File: config.mk
export PLATFORM = sky130hd
export DESIGN_NAME = bfs_top
export DESIGN_NICKNAME = d
export VERILOG_FILES = /design/src/pkg/bfs_pkg.sv /design/src/core/bfs_top.sv /design/src/core/bfs_path.sv
export SDC_FILE = /design/constraint.sdc
export NUM_CORES = 1
export LEC_CHECK = 0
export BUFFER_PORTS_ARGS = -buffer_cell sky130_fd_sc_hd__buf_2
export CAP_MARGIN = 20
export CORE_AREA = 8 8 135 137
export CTS_BUF_LIST = sky130_fd_sc_hd__clkbuf_2
export CTS_CLUSTER_SIZE = 28
export DETAILED_ROUTE_END_ITERATION = 16
export DIE_AREA = 0 0 143 145
export PLACE_DENSITY_LB_ADDON = 0.25
export SETUP_SLACK_MARGIN = 0.02
export SYNTH_ARGS = -nofsm -noshare
export SYNTH_HDL_FRONTEND = slang
export SYNTH_SLANG_ARGS = --single-unit
File: constraint.sdc
create_clock -name sys_clk -period 6.1 [get_ports sys_clk]
set_input_delay 1.22 -clock sys_clk [delete_from_list [all_inputs] [get_ports sys_clk]]
set_output_delay 1.22 -clock sys_clk [all_outputs]
set_load 0.005 [all_outputs]
File: src/pkg/bfs_pkg.sv
// package: constants and types shared by the breaker failure supervisor
package bfs_pkg;

  // -------------------------------------------------------------------
  // time base
  // -------------------------------------------------------------------
  localparam int CLK_PERIOD_NS = 8;        // sys_clk at 125 MHz
  localparam int MS_NS = 1000000;          // one delay tick, in ns
  localparam int MS_CYCLES = MS_NS / CLK_PERIOD_NS;

  // -------------------------------------------------------------------
  // setting widths, ranges and values after reset
  // -------------------------------------------------------------------
  localparam int DELAY_W = 16;
  localparam int CUR_W = 16;
  localparam logic [15:0] DELAY_MIN_MS = 16'h003c;  // 0.06 s
  localparam logic [15:0] DELAY_MAX_MS = 16'hea60;  // 60.00 s
  localparam logic [15:0] DELAY_RST_MS = 16'h00fa;  // 0.25 s
  localparam logic [15:0] CUR_THR_RST = 16'h0100;

  // -------------------------------------------------------------------
  // register offsets (byte addresses)
  // -------------------------------------------------------------------
  localparam logic [7:0] ADR_CTRL = 8'h00;
  localparam logic [7:0] ADR_THR = 8'h04;
  localparam logic [7:0] ADR_DELAY = 8'h08;
  localparam logic [7:0] ADR_STATUS = 8'h0c;
  localparam logic [7:0] ADR_IRQ_STAT = 8'h10;
  localparam logic [7:0] ADR_IRQ_MASK = 8'h14;

  // -------------------------------------------------------------------
  // control fields
  // -------------------------------------------------------------------
  localparam int CTRL_W = 6;
  localparam int CTRL_EN_BIT = 0;          // function on
  localparam int CTRL_AUX_BIT = 1;         // use_aux_contact_cfg
  localparam int CTRL_RTI_BIT = 2;         // retrip from internal pickup
  localparam int CTRL_RTE_BIT = 3;         // retrip from external pickup
  localparam int CTRL_WIRE_LSB = 4;        // 2-bit contact wiring
  localparam logic [5:0] CTRL_RST = 6'h00;

  // -------------------------------------------------------------------
  // status and interrupt fields
  // -------------------------------------------------------------------
  localparam int ST_PU_INT = 0;
  localparam int ST_PU_EXT = 1;
  localparam int ST_TR_INT = 2;
  localparam int ST_TR_EXT = 3;
  localparam int ST_CLOSED = 4;
  localparam int ST_CUR = 5;
  localparam int ST_ACTIVE = 6;
  localparam int ST_BLOCKED = 7;
  localparam int IRQ_W = 4;                // same order as status bits 0..3
  localparam logic [3:0] IRQ_RST = 4'h0;

  // contact wiring: both, normally-open only, normally-closed only, none
  typedef enum logic [1:0] {
    WIRE_BOTH,
    WIRE_A_ONLY,
    WIRE_B_ONLY,
    WIRE_NONE
  } bfs_wire_t;

  typedef enum logic [1:0] {
    PS_IDLE,
    PS_TIMING,
    PS_TRIPPED
  } bfs_path_st_t;

endpackage

File: src/core/bfs_top.sv
// breaker failure supervisor: inputs, criteria, registers and interrupt
//
// Notes on behaviour
// initiation from internal trip and external input
// separate pickup, timer, trip per source
// both sources share threshold and delay
// current-only mode ignores auxiliary contacts
// current flow: any phase above threshold
// contact evaluation follows wired contact set
// breaker position tracked before any initiation
// initiation raises pickup and starts timer
// timer expiry with pickup gives source trip
// function switchable and blocked by input
// pickup optionally routed to breaker retrip
// criterion lost before expiry: reset, no trip
// external initiate must hold whole delay
// voltage initiators should use contact position
// switch: current plus contacts, or current
// a-contact open when breaker open, b reverse
// delay 0.06 to 60 s, default 0.25
// delay counted in prescaled whole milliseconds
`timescale 1ns/1ps
`default_nettype none
module bfs_top
  import bfs_pkg::*;
#(
  parameter int MS_CYCLES_P = MS_CYCLES,
  parameter int CW = CUR_W
) (
  input wire logic sys_clk,
  input wire logic rst_b,
  input wire logic wb_cyc_i,
  input wire logic wb_stb_i,
  input wire logic wb_we_i,
  input wire logic [7:0] wb_adr_i,
  input wire logic [3:0] wb_sel_i,
  input wire logic [31:0] wb_dat_i,
  output logic [31:0] wb_dat_o,
  output logic wb_ack_o,
  input wire logic [CW-1:0] phase_a_current,
  input wire logic [CW-1:0] phase_b_current,
  input wire logic [CW-1:0] phase_c_current,
  input wire logic trip_initiate_int,
  input wire logic bf_external_initiate,
  input wire logic bf_block_input,
  input wire logic aux_contact_a,
  input wire logic aux_contact_b,
  output logic bf_pickup_alarm_int,
  output logic bf_pickup_alarm_ext,
  output logic bf_pickup_alarm,
  output logic bf_trip_out_int,
  output logic bf_trip_out_ext,
  output logic bf_trip_out,
  output logic bf_retrip_route,
  output logic irq
);

  // -------------------------------------------------------------------
  // elaboration checks
  // -------------------------------------------------------------------
  if (MS_CYCLES_P < 2 || CW < 1 || CW > 16) begin : g_chk
    $error("bfs_top: MS_CYCLES_P or CW out of range");
  end

  localparam int PW = $clog2(MS_CYCLES_P + 1);
  localparam logic [PW-1:0] PRESC_LAST = PW'(MS_CYCLES_P - 1);

  // -------------------------------------------------------------------
  // pin synchronisers
  // -------------------------------------------------------------------
  logic [3:0] pin_meta, pin_sync;
  logic ext_init_s, block_s, aux_a_s, aux_b_s;

  // two flops on each of the four single-bit external pins; only the second stage is read
  always_ff @(posedge sys_clk or negedge rst_b) begin
    if (!rst_b) begin
      pin_meta <= 4'h0;
      pin_sync <= 4'h0;
    end else begin
      pin_meta <= {aux_contact_b, aux_contact_a, bf_block_input,
                   bf_external_initiate};
      pin_sync <= pin_meta;
    end
  end

  assign ext_init_s = pin_sync[0];
  assign block_s = pin_sync[1];
  assign aux_a_s = pin_sync[2];
  assign aux_b_s = pin_sync[3];

  // -------------------------------------------------------------------
  // millisecond prescaler
  // -------------------------------------------------------------------
  logic [PW-1:0] presc;
  logic ms_tick;

  assign ms_tick = (presc == PRESC_LAST);

  // free running, so the first tick of a delay may come early
  always_ff @(posedge sys_clk or negedge rst_b) begin
    if (!rst_b) begin
      presc <= '0;
    end else begin
      presc <= ms_tick ? '0 : presc + {{(PW-1){1'b0}}, 1'b1};
    end
  end

  // -------------------------------------------------------------------
  // settings registers
  // -------------------------------------------------------------------
  logic [CTRL_W-1:0] ctrl;
  logic [CW-1:0] cur_thr;
  logic [DELAY_W-1:0] delay_ms;
  logic [IRQ_W-1:0] irq_stat, irq_mask;
  logic ctrl_en, ctrl_aux, ctrl_rti, ctrl_rte;
  bfs_wire_t wiring;

  assign ctrl_en = ctrl[CTRL_EN_BIT];
  assign ctrl_aux = ctrl[CTRL_AUX_BIT];
  assign ctrl_rti = ctrl[CTRL_RTI_BIT];
  assign ctrl_rte = ctrl[CTRL_RTE_BIT];
  assign wiring = bfs_wire_t'(ctrl[CTRL_WIRE_LSB +: 2]);

  // -------------------------------------------------------------------
  // breaker position criteria
  // -------------------------------------------------------------------
  logic cur_flow, aux_closed, crit, active, blocked;

  // any single phase above the one shared threshold
  assign cur_flow = (phase_a_current > cur_thr) |
                    (phase_b_current > cur_thr) |
                    (phase_c_current > cur_thr);

  // a reads closed with the breaker closed, b reads open then;
  // with both wired either one showing closed keeps the breaker closed
  assign aux_closed = (wiring == WIRE_BOTH) ? (aux_a_s | ~aux_b_s) :
                      (wiring == WIRE_A_ONLY) ? aux_a_s :
                      (wiring == WIRE_B_ONLY) ? ~aux_b_s :
                      1'b0;

  // contacts join in only when selected; voltage initiators need them
  assign crit = ctrl_aux ? (cur_flow | aux_closed) : cur_flow;

  assign active = ctrl_en & ~block_s;
  assign blocked = ctrl_en & block_s;

  // -------------------------------------------------------------------
  // initiation paths
  // -------------------------------------------------------------------
  logic pu_int, pu_ext, tr_int, tr_ext;

  // internal protection trip, same clock, no synchroniser needed
  bfs_path #(.DW(DELAY_W)) u_path_int (
    .sys_clk(sys_clk),
    .rst_b(rst_b),
    .ms_tick(ms_tick),
    .active(active),
    .initiate(trip_initiate_int),
    .criterion(crit),
    .delay_ms(delay_ms),
    .pickup(pu_int),
    .trip(tr_int)
  );

  // external trip input; any gap in it restarts the timer
  bfs_path #(.DW(DELAY_W)) u_path_ext (
    .sys_clk(sys_clk),
    .rst_b(rst_b),
    .ms_tick(ms_tick),
    .active(active),
    .initiate(ext_init_s),
    .criterion(crit),
    .delay_ms(delay_ms),
    .pickup(pu_ext),
    .trip(tr_ext)
  );

  // outputs and optional retrip of the own breaker
  assign bf_pickup_alarm_int = pu_int;
  assign bf_pickup_alarm_ext = pu_ext;
  assign bf_pickup_alarm = pu_int | pu_ext;
  assign bf_trip_out_int = tr_int;
  assign bf_trip_out_ext = tr_ext;
  assign bf_trip_out = tr_int | tr_ext;
  assign bf_retrip_route = (ctrl_rti & pu_int) | (ctrl_rte & pu_ext);

  // -------------------------------------------------------------------
  // wishbone slave
  // -------------------------------------------------------------------
  logic req, wr, rd_ok;
  logic [31:0] wmask, wval, rd_val, status;
  logic [DELAY_W-1:0] delay_clamped;
  logic [IRQ_W-1:0] events, w1c, prev_ev;

  assign req = wb_cyc_i & wb_stb_i & ~wb_ack_o;
  assign wr = req & wb_we_i;
  assign wmask = {{8{wb_sel_i[3]}}, {8{wb_sel_i[2]}},
                  {8{wb_sel_i[1]}}, {8{wb_sel_i[0]}}};
  assign rd_ok = ~wb_we_i;

  // merge written byte lanes into the addressed register
  assign wval = (wb_dat_i & wmask) | (
    (wb_adr_i == ADR_CTRL) ? {26'h0, ctrl} & ~wmask :
    (wb_adr_i == ADR_THR) ? {{(32-CW){1'b0}}, cur_thr} & ~wmask :
    (wb_adr_i == ADR_DELAY) ? {16'h0, delay_ms} & ~wmask :
    (wb_adr_i == ADR_IRQ_MASK) ? {28'h0, irq_mask} & ~wmask :
    32'h0);

  // out-of-range delays are clamped rather than refused
  assign delay_clamped = (wval[15:0] < DELAY_MIN_MS) ? DELAY_MIN_MS :
                         (wval[15:0] > DELAY_MAX_MS) ? DELAY_MAX_MS :
                         wval[15:0];

  assign status = {24'h0, blocked, active, cur_flow, crit,
                   tr_ext, tr_int, pu_ext, pu_int};

  assign rd_val = (wb_adr_i == ADR_CTRL) ? {26'h0, ctrl} :
                  (wb_adr_i == ADR_THR) ? {{(32-CW){1'b0}}, cur_thr} :
                  (wb_adr_i == ADR_DELAY) ? {16'h0, delay_ms} :
                  (wb_adr_i == ADR_STATUS) ? status :
                  (wb_adr_i == ADR_IRQ_STAT) ? {28'h0, irq_stat} :
                  (wb_adr_i == ADR_IRQ_MASK) ? {28'h0, irq_mask} :
                  32'h0;

  // one wait state: ack in the cycle after the request, one cycle wide
  always_ff @(posedge sys_clk or negedge rst_b) begin
    if (!rst_b) begin
      wb_ack_o <= 1'b0;
      wb_dat_o <= 32'h0;
    end else begin
      wb_ack_o <= req;
      wb_dat_o <= (req & rd_ok) ? rd_val : 32'h0;
    end
  end

  // settings writes; unmapped offsets are acked and ignored
  always_ff @(posedge sys_clk or negedge rst_b) begin
    if (!rst_b) begin
      ctrl <= CTRL_RST;
      cur_thr <= CW'(CUR_THR_RST);
      delay_ms <= DELAY_RST_MS;
      irq_mask <= IRQ_RST;
    end else if (wr) begin
      if (wb_adr_i == ADR_CTRL) ctrl <= wval[CTRL_W-1:0];
      if (wb_adr_i == ADR_THR) cur_thr <= wval[CW-1:0];
      if (wb_adr_i == ADR_DELAY) delay_ms <= delay_clamped;
      if (wb_adr_i == ADR_IRQ_MASK) irq_mask <= wval[IRQ_W-1:0];
    end
  end

  // -------------------------------------------------------------------
  // interrupt status
  // -------------------------------------------------------------------
  assign events = {tr_ext, tr_int, pu_ext, pu_int} & ~prev_ev;
  assign w1c = (wr && wb_adr_i == ADR_IRQ_STAT) ?
               (wb_dat_i[IRQ_W-1:0] & wmask[IRQ_W-1:0]) : '0;

  // a new event in the clearing cycle wins over the clear
  always_ff @(posedge sys_clk or negedge rst_b) begin
    if (!rst_b) begin
      prev_ev <= '0;
      irq_stat <= IRQ_RST;
    end else begin
      prev_ev <= {tr_ext, tr_int, pu_ext, pu_int};
      irq_stat <= (irq_stat & ~w1c) | events;
    end
  end

  assign irq = |(irq_stat & irq_mask);
endmodule
`default_nettype wire

File: src/core/bfs_path.sv
// one initiation path: pickup, millisecond delay timer and trip
`timescale 1ns/1ps
`default_nettype none
module bfs_path
  import bfs_pkg::*;
#(
  parameter int DW = DELAY_W
) (
  input wire logic sys_clk,
  input wire logic rst_b,
  input wire logic ms_tick,
  input wire logic active,
  input wire logic initiate,
  input wire logic criterion,
  input wire logic [DW-1:0] delay_ms,
  output logic pickup,
  output logic trip
);

  // -------------------------------------------------------------------
  // elaboration check
  // -------------------------------------------------------------------
  if (DW < 2 || DW > 31) begin : g_chk
    $error("bfs_path: DW out of range");
  end

  bfs_path_st_t state, next_state;
  logic [DW-1:0] elapsed, next_elapsed;
  logic go;
  logic [DW-1:0] elapsed_inc;

  // any loss of initiation, criterion or enable drops the path at once
  assign go = active & initiate & criterion;
  assign elapsed_inc = elapsed + {{(DW-1){1'b0}}, 1'b1};

  // next state: trip on the first tick at which elapsed reaches delay
  always_comb begin
    next_state = state;
    next_elapsed = elapsed;
    case (state)
      PS_IDLE: begin
        if (go) begin
          next_state = PS_TIMING;
          next_elapsed = '0;
        end
      end
      PS_TIMING: begin
        if (!go) begin
          next_state = PS_IDLE;
        end else if (ms_tick) begin
          next_elapsed = elapsed_inc;
          if (elapsed_inc >= delay_ms) begin
            next_state = PS_TRIPPED;
          end
        end
      end
      PS_TRIPPED: begin
        if (!go) begin
          next_state = PS_IDLE;
        end
      end
      default: begin
        next_state = PS_IDLE;
      end
    endcase
  end

  // state registers
  always_ff @(posedge sys_clk or negedge rst_b) begin
    if (!rst_b) begin
      state <= PS_IDLE;
      elapsed <= '0;
    end else begin
      state <= next_state;
      elapsed <= next_elapsed;
    end
  end

  assign pickup = (state != PS_IDLE);
  assign trip = (state == PS_TRIPPED);

endmodule
`default_nettype wire

== After elaboration in Yosys (flattened, before gate mapping) ==
Cells that the tools add are included.

* Bits in registers: 128
* Latch bits: 0
* Bits in writable memories: 0
* ROM bits: 0
* Input port bits: 102
* Output and inout port bits: 41
* Logic and storage cells: 143
* Memories: 0

* $add $sub $neg: 3
* Multipliers: 0
* Div/mod/pow operators: 0
* Magnitude comparators: 7
* Eq/ne operators: 24
* Shift-type cells: 0
* Mux-type cells: 39
* Bitwise gates (word level): 37
* Reduce and logical (&&, ||, !) cells: 18

{| class="wikitable"
|+ Operator list
! operator !! count
|-
| 16-bit 2-to-1 mux || 16
|-
| 16-bit one-hot mux with 2 select lines || 2
|-
| 16-bit AND || 3
|-
| 16-bit > comparator || 3
|-
| 16-bit by 1-bit adder with 16-bit output, second input constant || 2
|-
| 16-bit greater-or-equal comparator || 2
|-
| 2-bit 2-to-1 mux || 10
|-
| 17-bit by 1-bit adder with 17-bit output, second input constant || 1
|-
| 17-bit == test, second input constant || 1
|-
| 17-bit 2-to-1 mux || 1
|-
| 4-bit by 16-bit AND with 16-bit output || 1
|-
| 4-bit AND || 4
|-
| 6-bit by 16-bit AND with 16-bit output || 1
|-
| 8-bit by 4-bit == test with 1-bit output, second input constant || 2
|-
| 8-bit by 5-bit == test with 1-bit output, second input constant || 2
|-
| 16-bit > comparator, second input constant || 1
|-
| 16-bit by 6-bit less-than comparator with 1-bit output, second input constant || 1
|-
| 16-bit NOT || 1
|-
| 16-bit OR || 1
|-
| 4-bit AND reduction || 4
|-
| 1-bit AND || 12
|-
| 4-bit 2-to-1 mux || 3
|-
| 3-bit inequality test, second input constant || 4
|-
| 2-bit one-hot mux with 3 select lines || 2
|-
| 17 further kinds || 48
|}

== Logic depth before layout (Yosys ltp) ==
* Word-level depth: 11
* Depth in mapped cells: 14
* Mapped depth without buffers: 14

== By module ==
A second synthesis with hierarchy kept.

* Cell total of the unflattened synthesis: 953
* Area, all modules: 8444.3 µm²

{| class="wikitable"
|+ By module, submodules not included
! module !! times used !! cells each !! area each (µm²) !! sequential area each (µm²)
|-
| bfs_top || 1 || 627 || 5571.6 || 2311.0
|-
| bfs_path || 2 || 163 || 1436.4 || 450.4
|}

== Worst setup path after synthesis ==
Ideal clock, no wire load.

* Path kind: in2reg
* Start: input port phase_b_current[14]
* End: register u_path_int.elapsed[7]
* Arrival: 3576 ps
* Setup slack: 2400 ps
* Stages on the path: 11
* Buffers on the path: 2
* Path through: ha_1 > nand4_1 > or4_1 > a21o_1 > o211ai_1 > o21ai_1 > a31oi_1 > buf_2 > buf_1 > mux2i_1 > nand2_1

* Word-level cells in the longest chain between the ends: 8
* Elaborated cells between the ends (all ways): 9
* Classes of those cells: order compare: 1; eq/ne: 2; mux: 1; bitwise: 4; reduce/logical: 1

{| class="wikitable"
|+ RTL lines
! item !! RTL line !! RTL
|-
| start: declaration || bfs_top.sv:41 || <nowiki>input wire logic [CW-1:0] phase_b_current,</nowiki>
|-
| 16-bit > comparator (*) || bfs_top.sv:131 || <nowiki>(phase_b_current > cur_thr) |</nowiki>
|-
| 1-bit OR (*) || bfs_top.sv:130 || <nowiki>assign cur_flow = (phase_a_current > cur_thr) |</nowiki>
|-
| 1-bit OR (*) || bfs_top.sv:131 ||
|-
| 1-bit OR || bfs_top.sv:142 || <nowiki>assign crit = ctrl_aux ? (cur_flow | aux_closed) : cur_flow;</nowiki>
|-
| 1-bit 2-to-1 mux (*) || bfs_top.sv:142 ||
|-
| 1-bit AND (*) || bfs_path.sv:33 || <nowiki>assign go = active & initiate & criterion;</nowiki>
|-
| 2-bit by 1-bit inequality test with 1-bit output (no line) || -- ||
|-
| 4-bit AND reduction (no line) (*) || -- ||
|-
| end signal: assignment || bfs_path.sv:75 || <nowiki>elapsed <= next_elapsed;</nowiki>
|-
| end: declaration || bfs_path.sv:28 || <nowiki>logic [DW-1:0] elapsed, next_elapsed;</nowiki>
|}

Every way passes the cells marked *; elsewhere a longest branch is shown, timed or not.
A chain may end at the register's enable or synchronous reset.

== Final worst setup path ==
* Start: input port wb_adr_i[1]
* End: register delay_ms[2]

* Word-level cells in the longest chain between the ends: 9
* Elaborated cells between the ends (all ways): 14
* Classes of those cells: order compare: 2; eq/ne: 3; mux: 6; bitwise: 1; reduce/logical: 2

{| class="wikitable"
|+ RTL lines
! item !! RTL line !! RTL
|-
| start: declaration || bfs_top.sv:35 || <nowiki>input wire logic [7:0] wb_adr_i,</nowiki>
|-
| 8-bit by 5-bit == test with 1-bit output || bfs_top.sv:206 || <nowiki>(wb_adr_i == ADR_IRQ_MASK) ? {28'h0, irq_mask} & ~wmask :</nowiki>
|-
| 16-bit 2-to-1 mux || bfs_top.sv:206 ||
|-
| 16-bit 2-to-1 mux || bfs_top.sv:205 || <nowiki>(wb_adr_i == ADR_DELAY) ? {16'h0, delay_ms} & ~wmask :</nowiki>
|-
| 16-bit 2-to-1 mux || bfs_top.sv:204 || <nowiki>(wb_adr_i == ADR_THR) ? {{(32-CW){1'b0}}, cur_thr} & ~wmask :</nowiki>
|-
| 16-bit 2-to-1 mux || bfs_top.sv:203 || <nowiki>(wb_adr_i == ADR_CTRL) ? {26'h0, ctrl} & ~wmask :</nowiki>
|-
| 16-bit OR || bfs_top.sv:202 || <nowiki>assign wval = (wb_dat_i & wmask) | (</nowiki>
|-
| 16-bit > comparator || bfs_top.sv:211 || <nowiki>(wval[15:0] > DELAY_MAX_MS) ? DELAY_MAX_MS :</nowiki>
|-
| 16-bit 2-to-1 mux || bfs_top.sv:211 ||
|-
| 16-bit 2-to-1 mux || bfs_top.sv:210 || <nowiki>assign delay_clamped = (wval[15:0] < DELAY_MIN_MS) ? DELAY_MIN_MS :</nowiki>
|-
| end signal: assignment || bfs_top.sv:246 || <nowiki>if (wb_adr_i == ADR_DELAY) delay_ms <= delay_clamped;</nowiki>
|-
| end: declaration || bfs_top.sv:113 || <nowiki>logic [DELAY_W-1:0] delay_ms;</nowiki>
|}

Parallel ways exist; a longest one is shown, timed or not.

==> run_summary.xml <==
<?xml version="1.0" encoding="UTF-8"?>
<metrics>
  <group name="cells_and_area">
    <metric name="drive_above_1_share" unit="%">15.9</metric>
    <metric name="layout.cells.most_common" unit="">sky130_fd_sc_hd__nand2_1</metric>
    <metric name="nFillCells" unit="">1428</metric>
    <metric name="finalNetCount" unit="">1251</metric>
    <metric name="highest_count_cells_in_the_layout_ignoring_fill_and_taps" unit="">sky130_fd_sc_hd__nand2_1, sky130_fd_sc_hd__dfrtp_1, sky130_fd_sc_hd__buf_2, sky130_fd_sc_hd__ha_1, sky130_fd_sc_hd__nand3_1</metric>
    <metric name="area_delta_synth_final" unit="%">10.8</metric>
  </group>
  <group name="worst_setup_path">
    <metric name="worst_ep_arrival_time" unit="ns">4.41</metric>
    <metric name="setup.worst_path.class" unit="">input port to register</metric>
    <metric name="r2r_cells" unit="">10</metric>
    <metric name="critPathMaxFanout" unit="">12</metric>
    <metric name="crit-reg2reg-launch" unit="">cur_thr[8]$_DFFE_PN1P_</metric>
    <metric name="timing.critical_path.required" unit="ns">6.71</metric>
    <metric name="r2r_slack" unit="ns">2.67</metric>
    <metric name="regToRegEndpoint" unit="">u_path_ext.elapsed[2]$_DFFE_PN0P_</metric>
    <metric name="cp-start-kind" unit="">input port</metric>
    <metric name="critical_path.endpoint_type" unit="">register</metric>
  </group>
  <group name="sta">
    <metric name="min_period" unit="ns">3.81</metric>
    <metric name="report.final.hold_viol_count" unit="">0</metric>
    <metric name="drv_slew" unit="">0</metric>
    <metric name="final.setup_skew" unit="ns">0.0241</metric>
    <metric name="worst_pin_slew" unit="ns">0.979</metric>
    <metric name="max_freq" unit="MHz">262</metric>
    <metric name="rsz0062_at_grt" unit="">false</metric>
    <metric name="fin_setup_tns" unit="ns">0</metric>
    <metric name="count_of_endpoints_failing_setup_in_the_final_report" unit="">0</metric>
    <metric name="final_cycle_utilization_of_the_critical_path" unit="%">62.5</metric>
    <metric name="worst_slew_margin_rel" unit="%">34.8</metric>
  </group>
  <group name="power_and_ir_drop">
    <metric name="vdd_drop_max" unit="uV">106</metric>
    <metric name="power_per_cell_area" unit="mW/mm2">164</metric>
    <metric name="total_power" unit="W">0.00157</metric>
    <metric name="leakagePower" unit="nW">4.45</metric>
  </group>
  <group name="clock_network">
    <metric name="cts.root.buffer_cell" unit="">sky130_fd_sc_hd__clkbuf_2</metric>
    <metric name="clk_pin_slew" unit="ns">0.21</metric>
    <metric name="worst_skew_pair.late_latency" unit="ns">0.74</metric>
    <metric name="ctsLongestPathBuffers" unit="">2</metric>
    <metric name="post_cts_hold_buffer_count" unit="">0</metric>
    <metric name="clock_tree.htree_level_count" unit="">4</metric>
    <metric name="cts_resized" unit="">0</metric>
    <metric name="postCtsSetupRepairBufs" unit="">0</metric>
    <metric name="clock_sinks" unit="">128</metric>
    <metric name="cts_made_buffers" unit="">17</metric>
    <metric name="tritoncts" unit="">built</metric>
  </group>
  <group name="route">
    <metric name="antenna_left" unit="">0</metric>
    <metric name="route.final.wire_length" unit="mm">23.2</metric>
    <metric name="vias" unit="">7677</metric>
    <metric name="average_routed_wire_per_standard_cell" unit="um">17.9</metric>
    <metric name="avgViaCountPerCell" unit="">5.91</metric>
    <metric name="first_iter_violations" unit="">648</metric>
    <metric name="detailedRoute.firstPassIterationCount" unit="">7</metric>
    <metric name="detail_route.drc_violations" unit="">0</metric>
  </group>
  <group name="die">
    <metric name="die_x" unit="um">143</metric>
    <metric name="die_area" unit="mm2">0.0207</metric>
    <metric name="fp-row-count" unit="">47</metric>
    <metric name="core_area" unit="mm2">0.0162</metric>
    <metric name="initial_util" unit="%">53.7</metric>
    <metric name="io-pin-count" unit="">143</metric>
    <metric name="die_y" unit="um">145</metric>
  </group>
  <group name="global_route">
    <metric name="grt_pass1_wl" unit="mm">38.1</metric>
    <metric name="use_met3" unit="%">5.25</metric>
    <metric name="antenna_found_initial" unit="">1</metric>
    <metric name="gr-total-overflow" unit="">0</metric>
    <metric name="number_of_global_route_vias_before_repair" unit="">7372</metric>
    <metric name="gr-usage-all-layers" unit="%">22.9</metric>
    <metric name="grt_max_degree" unit="">80</metric>
    <metric name="globalRouteMet1Util" unit="%">32.4</metric>
    <metric name="grt.met2_usage" unit="%">33.8</metric>
    <metric name="busiest_metal_layer_after_global_routing" unit="">met2</metric>
  </group>
  <group name="worst_hold_path">
    <metric name="min_path_type" unit="">input port to asynchronous set/reset pin</metric>
  </group>
  <group name="status">
    <metric name="status" unit="">finished clean</metric>
  </group>
  <group name="logic_synthesis">
    <metric name="yosys.cell_types.count" unit="">72</metric>
    <metric name="flops_latches_synth" unit="">128</metric>
    <metric name="netlist_instances" unit="">969</metric>
    <metric name="synthesis_warnings" unit="">0</metric>
    <metric name="ys_async_sr_fraction" unit="%">100</metric>
    <metric name="syn-mean-instance-area" unit="um2">8.96</metric>
    <metric name="synth_enable_flop_cells" unit="">0</metric>
    <metric name="synth_flop_cell" unit="">sky130_fd_sc_hd__dfrtp_1</metric>
    <metric name="portion_of_the_post_synthesis_area_used_by_sequential_elements" unit="%">37.0</metric>
    <metric name="synth_area" unit="mm2">0.00868</metric>
  </group>
  <group name="place">
    <metric name="routabilityCongestion" unit="">0.913</metric>
    <metric name="place.detailed.hpwl" unit="mm">17.4</metric>
    <metric name="number_of_buffer_cells_added_on_primary_ports" unit="">108</metric>
  </group>
  <group name="flow_run">
    <metric name="maxCapViolations" unit="">0</metric>
  </group>
</metrics>
## layout make-up
class                      count  area, um2  area share (%)
multi-input combinational    752       5070            52.8
clock buffer                  17       85.1           0.885
sequential                   128       3210            33.4
tap                          220        275            2.86
inverter                      49        184            1.91
antenna                        1       2.50          0.0260
clock inverter                15        138            1.43
timing repair buffer         118        646            6.72
## registers in the layout, summed over array words and instances, names as in the netlist
name / flops
ctrl: 6
cur_thr: 16
delay_ms: 16
irq_mask: 4
irq_stat: 4
pin_meta: 4
pin_sync: 4
presc: 17
prev_ev: 4
u_path_ext.elapsed: 16
u_path_ext.state: 2
u_path_int.elapsed: 16
u_path_int.state: 2
wb_ack_o: 1
wb_dat_o: 16
## layer usage
metal  wire length (um)  share of wire, %
met1              10800                46
met3               1650               7.1
met5                  0                 0
met4                465               2.0
met2              10300                45
## worst max-delay path, stage by stage
cell	delay, ns
sky130_fd_sc_hd__buf_2	0.12
sky130_fd_sc_hd__nor2_1	0.73
sky130_fd_sc_hd__and4_1	0.50
sky130_fd_sc_hd__a22oi_1	0.15
sky130_fd_sc_hd__o31a_1	0.41
sky130_fd_sc_hd__or4_4	0.54
sky130_fd_sc_hd__a21oi_4	0.26
sky130_fd_sc_hd__nor3b_4	0.38
sky130_fd_sc_hd__a221oi_1	0.09
## worst max path at each step
stage	startpoint	end	slack [ns]
after CTS	u_path_int.state[0]$_DFFE_PN0P_	bf_retrip_route	2.40
after global routing	u_path_int.state[0]$_DFFE_PN0P_	bf_retrip_route	2.20
after floorplan	phase_b_current[14]	u_path_int.elapsed[7]$_DFFE_PN0P_	2.40
after detailed placement	wb_adr_i[1]	delay_ms[2]$_DFFE_PN0P_	1.64
after global placement	wb_adr_i[1]	delay_ms[2]$_DFFE_PN0P_	1.66
final	wb_adr_i[1]	delay_ms[2]$_DFFE_PN0P_	2.29
## report_power, final
group          leakage, nW  internal (W)  switching (W)  total, W
clock network        0.121      0.000151       0.000361  0.000512
registers             1.52      0.000858     0.00000654  0.000864
logic                 2.80     0.0000780       0.000118  0.000196
total                 4.45       0.00109       0.000486   0.00157
## Yosys cell counts, types with 4 or more instances
cell,n,area [um2]
sky130_fd_sc_hd__a211oi_1,10,75.1
sky130_fd_sc_hd__a21o_1,16,120
sky130_fd_sc_hd__a21oi_1,41,205
sky130_fd_sc_hd__a221oi_1,12,105
sky130_fd_sc_hd__a22o_1,18,158
sky130_fd_sc_hd__a22oi_1,10,75.1
sky130_fd_sc_hd__a31oi_1,4,25.0
sky130_fd_sc_hd__a32oi_1,4,35.0
sky130_fd_sc_hd__and2_1,5,31.3
sky130_fd_sc_hd__and3_1,22,138
sky130_fd_sc_hd__and4_1,6,52.6
sky130_fd_sc_hd__buf_2,5,25.0
sky130_fd_sc_hd__buf_4,16,120
sky130_fd_sc_hd__clkbuf_1,31,116
sky130_fd_sc_hd__dfrtp_1,121,3030
sky130_fd_sc_hd__dfstp_2,7,184
sky130_fd_sc_hd__ha_1,83,1040
sky130_fd_sc_hd__inv_1,49,184
sky130_fd_sc_hd__mux2i_1,9,90.1
sky130_fd_sc_hd__nand2_1,122,458
sky130_fd_sc_hd__nand2b_1,11,68.8
sky130_fd_sc_hd__nand3_1,75,375
sky130_fd_sc_hd__nand3b_1,10,75.1
sky130_fd_sc_hd__nand4_1,21,131
sky130_fd_sc_hd__nor2_1,45,169
sky130_fd_sc_hd__nor2b_1,14,87.6
sky130_fd_sc_hd__nor3_1,8,40.0
sky130_fd_sc_hd__nor3b_1,5,37.5
sky130_fd_sc_hd__nor4_1,4,25.0
sky130_fd_sc_hd__nor4b_1,6,52.6
sky130_fd_sc_hd__o211ai_1,11,82.6
sky130_fd_sc_hd__o21ai_0,47,235
sky130_fd_sc_hd__o21ai_1,8,40.0
sky130_fd_sc_hd__o31a_1,5,43.8
sky130_fd_sc_hd__or2_2,5,31.3
sky130_fd_sc_hd__or3_1,4,25.0
sky130_fd_sc_hd__or4b_1,8,80.1
sky130_fd_sc_hd__xnor2_1,18,158
sky130_fd_sc_hd__xor2_1,25,219
## stage by stage
stage	std cells	instance area (um2)	utilization [%]	hold WS [ns]	worst slack, ns
after floorplan	984	8730	-	0.331	2.40
after global placement	1265	9350	57.8	0.334	1.66
after detailed placement	1266	9360	57.9	0.340	1.64
after CTS	1298	9580	59.3	0.383	2.40
after global routing	1300	9610	59.5	0.188	2.20
final	1300	9610	59.5	0.268	2.29
## cells by family after synthesis
kind of cell	count (synthesis)	share of synthesized area, %
and+or+nand+nor	387	23.5
AOI/OAI and AO/OA	214	16.9
DFF	128	37.0
buffers and inverters	104	5.26
adders and majority gates	83	12.0
xor gates and xnor gates	43	4.34
muxes	9	1.04
other	1	0.0432
Note: power is estimated with default switching activity, not from simulation.
